--- config.mk ---
export PLATFORM = sky130hd
export DESIGN_NAME = tsrb_bank
export DESIGN_NICKNAME = d
export VERILOG_FILES = /design/src/tsrb_bank.v /design/src/tsrb_word_reg.v
export VERILOG_INCLUDE_DIRS = /design/src
export SDC_FILE = /design/constraint.sdc
export NUM_CORES = 1
export LEC_CHECK = 0
export BUFFER_PORTS_ARGS = -buffer_cell sky130_fd_sc_hd__buf_2
export CAP_MARGIN = 20
export CELL_PAD_IN_SITES_DETAIL_PLACEMENT = 1
export CELL_PAD_IN_SITES_GLOBAL_PLACEMENT = 1
export CORE_MARGIN = 2
export CORE_UTILIZATION = 31
export CTS_CLUSTER_SIZE = 20
export DETAILED_ROUTE_END_ITERATION = 7
export GPL_TIMING_DRIVEN = 0
export PLACE_DENSITY = 0.55
export SLEW_MARGIN = 5
export SYNTH_ARGS = -nofsm -noshare
export SYNTH_HDL_FRONTEND = slang
export SYNTH_SLANG_ARGS = --single-unit
--- constraint.sdc ---
create_clock -name clk_i -period 5 [get_ports clk_i]
set_clock_uncertainty 0.1 [all_clocks]
set_input_delay 0.5 -clock clk_i [delete_from_list [all_inputs] [get_ports clk_i]]
set_output_delay 0.5 -clock clk_i [all_outputs]
set_load 0.01 [all_outputs]
--- src/tsrb_defines.vh ---
// Constants for the temperature sensor register bank.
// Assumes inclusion by bare name from the bank module only, not the word register.
`ifndef TSRB_DEFINES_VH
`define TSRB_DEFINES_VH

// ==========================================================
// Register select codes (low three bits of the pointer byte)
`define TSRB_PTR_TEMP        3'h0
`define TSRB_PTR_CFG         3'h1
`define TSRB_PTR_LOW         3'h2
`define TSRB_PTR_HIGH        3'h3
`define TSRB_PTR_ID          3'h7

// ==========================================================
// Mode configuration field positions
`define TSRB_CFG_ONE_SHOT    15
`define TSRB_CFG_WIDTH_HI    14
`define TSRB_CFG_WIDTH_LO    13
`define TSRB_CFG_FAULT_HI    12
`define TSRB_CFG_FAULT_LO    11
`define TSRB_CFG_FLAG_SENSE  10
`define TSRB_CFG_POWER       8
`define TSRB_CFG_RATE_HI     7
`define TSRB_CFG_RATE_LO     6
`define TSRB_CFG_LIMIT_FLAG  5
`define TSRB_CFG_EXT_RANGE   4
`define TSRB_CFG_FINE_STEP   1

// ==========================================================
// Power-up values
`define TSRB_CFG_RESET       16'h60a0
`define TSRB_HIGH_RESET      16'h5000
`define TSRB_LOW_RESET       16'h4b00
`define TSRB_TEMP_RESET      16'h0000

// ==========================================================
// Conversion pacing: periods in milliseconds, clock in kHz
// Sized at the pacing counter width so the products need no truncation
`define TSRB_CLK_KHZ         27'h61a8
`define TSRB_PER_RATE0_MS    27'hfa0
`define TSRB_PER_RATE1_MS    27'h3e8
`define TSRB_PER_RATE2_MS    27'hfa
`define TSRB_PER_RATE3_MS    27'h7d

`endif

--- src/tsrb_bank.v ---
// Register bank of a digital temperature sensor: result, mode configuration,
// alarm limits and identity, reached byte by byte through a register pointer.
// Assumes a serial-bus slave on the link side presents bytes sampled on the
// rising edge of link_clk_i, and a conversion engine on clk_i.
//
// What this block does
// [RULE_01] Read-only 16-bit result register reloaded on every completed conversion.
// [RULE_02] Result left-justified, 9 to 12 or 14 bits normal, 10 to 13 or 15 extended, low bits zero.
// [RULE_03] Pointer low bits pick temp, config, lower, upper or identity register.
// [RULE_04] Configuration register is 16 bits, readable and writable.
// [RULE_05] Configuration bytes move high byte first, then low byte.
// [RULE_06] Each received byte is committed at once, not per whole word.
// [RULE_07] Bit 15 picks continuous conversion at 0, single-shot at 1.
// [RULE_08] Bits 14:13 set 9 to 12 bit resolution when fine step is off.
// [RULE_09] Bit 1 fine step forces 14-bit resolution when set; default 0.
// [RULE_10] Bits 12:11 set consecutive faults for alert: 1, 2, 4 or 6; this block only passes the field out on fault_count_o.
// [RULE_11] Bit 10 makes the limit flag active low at 0, high at 1.
// [RULE_12] Bit 8 at 0 stops paced conversions, at 1 paces them continuously while bit 15 is 0.
// [RULE_13] Bits 7:6 pace conversions at 0.25, 1, 4 or 8 Hz.
// [RULE_14] Read-only bit 5 limit flag reports alert, level follows flag sense.
// [RULE_15] Bit 4 selects normal or extended range data formats.
// [RULE_16] Configuration loads its power-up pattern; only the flag bit is read-only.
// [RULE_17] Limits are 16-bit read/write in the same format as the result.
// [RULE_18] Each conversion end compares result with both limits, updates flag.
// [RULE_19] Limit bytes move high byte first, then low byte.
// [RULE_20] Upper limit powers up at 80 degrees, lower at 75 degrees.
// [RULE_21] Identity register holds a fixed constant and ignores writes.
// [RULE_22] Writes to read-only registers or flag bit change nothing yet complete.
`timescale 1ns/1ns
`default_nettype none
`include "tsrb_defines.vh"

module tsrb_bank #(
	parameter [15:0] ID_VAL    = 16'h5a5a, // Arbitrary identity value
	parameter [26:0] PER_RATE0 = `TSRB_PER_RATE0_MS * `TSRB_CLK_KHZ,
	parameter [26:0] PER_RATE1 = `TSRB_PER_RATE1_MS * `TSRB_CLK_KHZ,
	parameter [26:0] PER_RATE2 = `TSRB_PER_RATE2_MS * `TSRB_CLK_KHZ,
	parameter [26:0] PER_RATE3 = `TSRB_PER_RATE3_MS * `TSRB_CLK_KHZ
) (
	input  wire        clk_i,
	input  wire        rst_n_i,
	input  wire        link_clk_i,
	input  wire        ptr_wr_i,
	input  wire        byte_wr_i,
	input  wire        rd_next_i,
	input  wire [7:0]  wr_byte_i,
	input  wire        conv_done_i,
	input  wire [15:0] conv_temp_i,
	output reg  [7:0]  rd_byte_o,
	output reg         conv_start_o,
	output reg         limit_flag_o,
	output reg  [1:0]  fault_count_o,
	output reg         extended_range_o,
	output reg  [3:0]  resolution_o
);

	// ==========================================================
	// Link input synchronisers
	// Every link input shares the same two-stage delay, so the sampled byte
	// lines up with the sampled clock edge.
	reg  [11:0] sync1_q;
	reg  [11:0] sync2_q;
	reg         link_clk_prev_q;
	wire        link_rise;
	wire        ptr_wr_s;
	wire        byte_wr_s;
	wire        rd_next_s;
	wire [7:0]  wr_byte_s;

	always @(posedge clk_i or negedge rst_n_i)
	begin
		if (!rst_n_i)
		begin
			sync1_q         <= 12'h000;
			sync2_q         <= 12'h000;
			link_clk_prev_q <= 1'b0;
		end
		else
		begin
			sync1_q         <= {link_clk_i, ptr_wr_i, byte_wr_i, rd_next_i, wr_byte_i};
			sync2_q         <= sync1_q;
			link_clk_prev_q <= sync2_q[11];
		end
	end

	assign link_rise = sync2_q[11] & ~link_clk_prev_q;
	assign ptr_wr_s  = sync2_q[10];
	assign byte_wr_s = sync2_q[9];
	assign rd_next_s = sync2_q[8];
	assign wr_byte_s = sync2_q[7:0];

	// ==========================================================
	// Pointer and byte index
	reg  [2:0]  ptr_q;
	reg         lo_sel_q;
	wire        do_ptr;
	wire        do_wr;
	wire        do_rd;

	assign do_ptr = link_rise & ptr_wr_s;
	assign do_wr  = link_rise & byte_wr_s & ~ptr_wr_s;
	assign do_rd  = link_rise & rd_next_s & ~ptr_wr_s & ~byte_wr_s;

	always @(posedge clk_i or negedge rst_n_i)
	begin
		if (!rst_n_i)
		begin
			ptr_q    <= `TSRB_PTR_TEMP;
			lo_sel_q <= 1'b0;
		end
		else if (do_ptr)
		begin
			ptr_q    <= wr_byte_s[2:0]; // RULE_03
			lo_sel_q <= 1'b0;
		end
		else if (do_wr || do_rd)
			lo_sel_q <= ~lo_sel_q; // RULE_05 RULE_19
	end

	// ==========================================================
	// Writable registers
	wire [15:0] cfg_q;
	wire [15:0] high_q;
	wire [15:0] low_q;
	wire        wr_hi;
	wire        wr_lo;

	assign wr_hi = do_wr & ~lo_sel_q;
	assign wr_lo = do_wr & lo_sel_q;

	// Result and identity selections have no write path at all
	tsrb_word_reg #(
		.RESET_VAL (`TSRB_CFG_RESET) // RULE_16
	) u_cfg (
		.clk_i     (clk_i),
		.rst_n_i   (rst_n_i),
		.we_hi_i   (wr_hi & (ptr_q == `TSRB_PTR_CFG)), // RULE_04 RULE_06
		.we_lo_i   (wr_lo & (ptr_q == `TSRB_PTR_CFG)), // RULE_06
		.wdata_i   (wr_byte_s),
		.q_o       (cfg_q)
	);

	tsrb_word_reg #(
		.RESET_VAL (`TSRB_HIGH_RESET) // RULE_20
	) u_high (
		.clk_i     (clk_i),
		.rst_n_i   (rst_n_i),
		.we_hi_i   (wr_hi & (ptr_q == `TSRB_PTR_HIGH)), // RULE_17 RULE_06
		.we_lo_i   (wr_lo & (ptr_q == `TSRB_PTR_HIGH)),
		.wdata_i   (wr_byte_s),
		.q_o       (high_q)
	);

	tsrb_word_reg #(
		.RESET_VAL (`TSRB_LOW_RESET) // RULE_20
	) u_low (
		.clk_i     (clk_i),
		.rst_n_i   (rst_n_i),
		.we_hi_i   (wr_hi & (ptr_q == `TSRB_PTR_LOW)), // RULE_17 RULE_06
		.we_lo_i   (wr_lo & (ptr_q == `TSRB_PTR_LOW)),
		.wdata_i   (wr_byte_s),
		.q_o       (low_q)
	);

	// ==========================================================
	// Configuration decode
	wire        one_shot_select;
	wire [1:0]  width_sel;
	wire        flag_sense;
	wire        power_down_ctrl;
	wire [1:0]  sample_rate;
	wire        extended_range_select;
	wire        fine_step_select;

	assign one_shot_select       = cfg_q[`TSRB_CFG_ONE_SHOT];
	assign width_sel             = {cfg_q[`TSRB_CFG_WIDTH_HI], cfg_q[`TSRB_CFG_WIDTH_LO]};
	assign flag_sense            = cfg_q[`TSRB_CFG_FLAG_SENSE];
	assign power_down_ctrl       = cfg_q[`TSRB_CFG_POWER];
	assign sample_rate           = {cfg_q[`TSRB_CFG_RATE_HI], cfg_q[`TSRB_CFG_RATE_LO]};
	assign extended_range_select = cfg_q[`TSRB_CFG_EXT_RANGE];
	assign fine_step_select      = cfg_q[`TSRB_CFG_FINE_STEP];

	// Bits kept in the result for the current mode
	function [3:0] res_bits;
		input [1:0] wsel;
		input       fine;
		input       ext;
		begin
			if (fine)
				res_bits = 4'he; // RULE_09
			else
				res_bits = 4'h9 + {2'b00, wsel}; // RULE_08
			if (ext)
				res_bits = res_bits + 4'h1; // RULE_15
		end
	endfunction

	// Clears the low bits below the kept width
	function [15:0] keep_mask;
		input [3:0] nbits;
		begin
			keep_mask = 16'hffff << (5'h10 - {1'b0, nbits});
		end
	endfunction

	wire [3:0]  cur_bits;
	assign cur_bits = res_bits(width_sel, fine_step_select, extended_range_select);

	// ==========================================================
	// Result register and limit comparison
	// The fault-count queue lives in the comparator outside; here the flag
	// follows each single comparison and only the count is handed out.
	reg  [15:0] temp_q;
	reg         alert_q;
	wire [15:0] conv_masked;

	assign conv_masked = conv_temp_i & keep_mask(cur_bits); // RULE_02

	always @(posedge clk_i or negedge rst_n_i)
	begin
		if (!rst_n_i)
		begin
			temp_q  <= `TSRB_TEMP_RESET;
			alert_q <= 1'b0;
		end
		else if (conv_done_i)
		begin
			temp_q <= conv_masked; // RULE_01
			if ($signed(conv_masked) >= $signed(high_q))
				alert_q <= 1'b1; // RULE_18
			else if ($signed(conv_masked) < $signed(low_q))
				alert_q <= 1'b0; // RULE_18
		end
	end

	// Polarity applied to the stored alert state
	wire        flag_bit;
	assign flag_bit = flag_sense ? alert_q : ~alert_q; // RULE_11 RULE_14

	// ==========================================================
	// Conversion pacing
	reg  [26:0] pace_cnt_q;
	reg  [26:0] period;
	wire        pace_end;
	wire        one_shot_go;

	always @*
	begin
		case (sample_rate) // RULE_13
			2'b00:   period = PER_RATE0;
			2'b01:   period = PER_RATE1;
			2'b10:   period = PER_RATE2;
			default: period = PER_RATE3;
		endcase
	end

	assign pace_end = (pace_cnt_q >= period - 27'h1);
	// A high-byte write with the single-shot bit set starts one conversion
	assign one_shot_go = wr_hi & (ptr_q == `TSRB_PTR_CFG) & wr_byte_s[7];

	always @(posedge clk_i or negedge rst_n_i)
	begin
		if (!rst_n_i)
		begin
			pace_cnt_q   <= 27'h0;
			conv_start_o <= 1'b0;
		end
		else
		begin
			conv_start_o <= 1'b0;
			if (!power_down_ctrl || one_shot_select) // RULE_12 RULE_07
				pace_cnt_q <= 27'h0;
			else if (pace_end)
			begin
				pace_cnt_q   <= 27'h0;
				conv_start_o <= 1'b1; // RULE_13
			end
			else
				pace_cnt_q <= pace_cnt_q + 27'h1;
			if (one_shot_go)
				conv_start_o <= 1'b1; // RULE_07
		end
	end

	// ==========================================================
	// Read path
	reg  [15:0] rd_word;

	always @*
	begin
		case (ptr_q) // RULE_03
			`TSRB_PTR_TEMP: rd_word = temp_q; // RULE_01 RULE_22
			`TSRB_PTR_CFG:  rd_word = {cfg_q[15:6], flag_bit, cfg_q[4:0]}; // RULE_14 RULE_22
			`TSRB_PTR_LOW:  rd_word = low_q;
			`TSRB_PTR_HIGH: rd_word = high_q;
			`TSRB_PTR_ID:   rd_word = ID_VAL; // RULE_21 RULE_22
			default:        rd_word = 16'h0000;
		endcase
	end

	always @(posedge clk_i or negedge rst_n_i)
	begin
		if (!rst_n_i)
		begin
			rd_byte_o        <= 8'h00;
			limit_flag_o     <= 1'b1;
			fault_count_o    <= 2'h0;
			extended_range_o <= 1'b0;
			resolution_o     <= 4'hc;
		end
		else
		begin
			rd_byte_o        <= lo_sel_q ? rd_word[7:0] : rd_word[15:8]; // RULE_05 RULE_19
			limit_flag_o     <= flag_bit;
			fault_count_o    <= {cfg_q[`TSRB_CFG_FAULT_HI], cfg_q[`TSRB_CFG_FAULT_LO]}; // RULE_10
			extended_range_o <= extended_range_select;
			resolution_o     <= cur_bits;
		end
	end

endmodule

`default_nettype wire

--- src/tsrb_word_reg.v ---
// One 16-bit register written a byte at a time, high byte and low byte apart.
// Assumes byte strobes are one-cycle pulses on clk_i.
`timescale 1ns/1ns
`default_nettype none

module tsrb_word_reg #(
	parameter [15:0] RESET_VAL = 16'h0000
) (
	input  wire        clk_i,
	input  wire        rst_n_i,
	input  wire        we_hi_i,
	input  wire        we_lo_i,
	input  wire [7:0]  wdata_i,
	output reg  [15:0] q_o
);

	// ==========================================================
	// Storage
	always @(posedge clk_i or negedge rst_n_i)
	begin
		if (!rst_n_i)
			q_o <= RESET_VAL;
		else
		begin
			if (we_hi_i)
				q_o[15:8] <= wdata_i;
			if (we_lo_i)
				q_o[7:0] <= wdata_i;
		end
	end

endmodule

`default_nettype wire

==> impl_metrics.py <==
metrics = {
    "routing": {
        "drc": 0,
        "vias": 5171,
        "dr.pass1.iters": 4,
        "avgRoutedWirePerCell_um": 19.3,
        "wl_um": 19900,
        "viasPerCell": 5.02,
        "antenna_left": 0,
        "drtIter0Drc": 235,
    },
    "setup_path": {
        "cpMostUsedCell": "ha_1",
        "rrSetupSlack_ns": 0.30,
        "crit_chain": "ha_1 -> or2_2 -> ha_1 -> nor2b_1 -> or2_2 -> ha_1 -> o21ai_2 -> or2_1 -> buf_6 -> nor2b_4 -> o211a_1 -> ha_1 -> a211oi_1 -> nor2_1 -> a2111oi_2 -> o22ai_1 -> o31ai_1 -> o21ai_1",
        "cp-end-kind": "flop",
        "r2r_cells": 18,
        "arrival_ns": 4.89,
        "crit_end": "alert_q",
        "start_kind": "flop",
        "startpoint": "u_cfg.q_o[13]",
        "slowest_stage": "dfstp_2",
        "r2r-start": "u_cfg.q_o[13]",
        "max_stage_delay_ns": 0.62,
        "worstPathRequired_ns": 5.19,
        "reg2reg_to": "alert_q",
        "critPathMaxFanout": 9,
        "worst-setup-path-type": "flop to flop",
    },
    "yosys": {
        "ys_seq_area_frac": 0.474,
        "synth_compound_area_frac": 0.0827,
        "avgSynthCellArea_um2": 11.4,
        "yosysUniqueCellTypes": 66,
        "ys.flop_type": "dfrtp_1",
        "synth_top_cell_by_area": "dfrtp_1",
        "synth_mux_area_frac": 0.134,
        "synth_async_sr_flop_share": 1.00,
        "synth_area_leaders": "dfrtp_1 43%, ha_1 11%, mux2_2 7.0%",
        "syn-num-nets": 732,
        "yosys_warnings": 0,
        "synth-xor-area-share": 0.0314,
        "synth_top_family_by_area": "multiplexers",
        "synth_cells": 637,
        "synth_edf_count": 0,
        "ys_ff_latch": 137,
        "synth_fa_ha_area_frac": 0.110,
        "synth_top_area_frac": 0.431,
        "syn_area_um2": 7260,
        "yosys.area_share.simple": 0.130,
    },
    "power": {
        "ir_drop_mv": 0.197,
        "power_density_nw_per_um2": 445,
        "leakagePower_nw": 3.97,
    },
    "cells_and_area": {
        "utilization": 0.376,
        "multi_input_area_um2": 3580,
        "area_delta_synth_final_pct": 18.5,
        "fill_cells": 2553,
        "n_antenna_cell": 0,
        "drive_above_1_share": 0.253,
        "layout.nets": 800,
        "most-common-layout-cells": "125 x dfrtp_1, 64 x ha_1, 49 x nor2_1, 48 x buf_2, 47 x inv_1",
        "final_common_cell": "dfrtp_1",
        "regArea_um2": 3440,
    },
    "timing": {
        "hold_viol": 0,
        "rsz0062_at_grt": "false",
        "finalSetupViolations": 0,
        "drv_slew": 0,
        "finalCritPeriodShare": 0.939,
        "fin_tns_setup_ns": 0,
        "worst_pin_slew_ns": 0.970,
        "relSlewSlack": 0.350,
        "fin_crit_ns": 4.70,
        "max_freq_ghz": 0.213,
    },
    "floorplan": {
        "coreArea_um2": 22800,
        "core.rowCount": 55,
        "fp.dieH_um": 157,
        "fp.dieW_um": 157,
        "dieArea_um2": 24700,
        "start_util": 0.318,
        "pin_count": 48,
    },
    "global_routing": {
        "antenna_found_initial": 0,
        "grt_max_degree": 93,
        "grt_pass1_vias": 5541,
        "grt_usage": 0.173,
        "grt_pass1_wl_um": 32100,
        "grt_overflow": 0,
    },
    "cts": {
        "clk_pin_slew_ns": 0.06,
        "worstSkewPairLatency_ns": 0.43,
        "cts_max_level": 4,
        "cts_tree": "built",
        "clockBufferDepth": 2,
        "cts-root-buf": "clkbuf_16",
        "cts.sinks": 137,
        "cts_buffers": 17,
    },
    "run": {
        "drv_cap": 0,
    },
    "placed_design": {
        "gp_congestion": 0.840,
        "hpwl_um": 14800,
        "io_buffers": 46,
    },
    "hold_path": {
        "hp-class": "input pin to flop",
    },
    "status": {
        "status": "completed",
    },
}
==> worst max-delay path: cells and delay by family, from the launching register on <==
family,cells,cell delay (ns)
AO/OA/AOI/OAI,7,1.46
adder cells (fa/ha/maj),4,1.11
buffers and inverters,1,0.14
flip-flops,1,0.62
AND/OR/NAND/NOR,6,1.13
==> through the flow <==
step | area (um^2) | power [mW] | hold WS (ns) | setup WS, ns | cells
floorplan | 7260 | 2.08 | 0.104 | 0.747 | 637
global placement | 7880 | 2.43 | 0.232 | 0.162 | 996
detailed placement | 7920 | 2.46 | 0.237 | 0.123 | 998
CTS | 8560 | 3.85 | 0.0586 | 0.0716 | 1031
global route | 8600 | 4.05 | 0.0599 | 0.0205 | 1031
finish | 8600 | 3.83 | 0.0695 | 0.304 | 1031
==> state kept, by name (all words and copies together) (netlist names), 4 cells and up <==
name / count
pace_cnt_q: 27
resolution_o: 4
rd_byte_o: 8
temp_q: 16
sync1_q: 12
u_cfg.q_o: 15
u_low.q_o: 16
sync2_q: 12
u_high.q_o: 16
==> final cells by class <==
| cell class | instances | share of cell area |
|---|---|---|
| buffer | 18 | 0.0106 |
| clock buffer | 21 | 0.0535 |
| clock inverter | 11 | 0.0199 |
| inverter | 47 | 0.0205 |
| multi-input combinational | 435 | 0.417 |
| sequential | 137 | 0.400 |
| tap | 313 | 0.0455 |
| timing repair buffer | 49 | 0.0327 |
==> Yosys cell counts (12+ instances only) <==
cell,n
o21ai_0,32
nand2_1,44
nand3_1,18
xor2_1,21
mux4_2,15
dfrtp_1,125
mux2_2,45
inv_1,47
a21oi_1,16
dfstp_2,12
nor2_1,49
ha_1,64
==> report_power, final <==
part	total [mW]	switching, mW	internal [mW]
clock network	1.36	0.501	0.863
logic	1.08	0.612	0.469
registers	1.38	0.102	1.28
==> repair_timing <==
| item | in CTS | in global routing |
|---|---|---|
| endpoints found under the setup margin | 0 | 1 |
| hold buffers | 1 | 0 |
| setup buffers | 0 | 0 |
| endpoints found under the hold margin | 44 | 0 |
| resized for setup | 0 | 9 |
==> worst min path at each step <==
stage	from	endpoint	slack, ns	cells after the start
2_1_floorplan	rst_n_i	alert_q	0.10	0
3_3_place_gp	sync1_q[4]	sync2_q[4]	0.23	0
3_5_place_dp	sync1_q[2]	sync2_q[2]	0.24	0
4_1_cts	wr_byte_i[4]	sync1_q[4]	0.06	1
5_1_grt	wr_byte_i[2]	sync1_q[2]	0.06	1
6_report	wr_byte_i[4]	sync1_q[4]	0.07	1
==> cell families (layout without fill, tap and decap cells) <==
kind of cell / after synthesis / after routing
and+or+nand+nor: 183 / 183
DFF: 137 / 137
AOI/OAI and AO/OA: 92 / 92
muxes: 69 / 69
buffers and inverters: 65 / 146
adders and majority gates: 64 / 64
xor gates and xnor gates: 26 / 26
other: 1 / 1
==> per-layer routing <==
layer	vias to the layer above	routed length [um]	GRT usage
met3	13	577	0.0308
met4	0	176	0.0420
met5	-	0	0
met2	75	9060	0.263
met1	2677	10100	0.257
li1	2406	-	-
No activity file was read; power rests on OpenSTA's default activity.
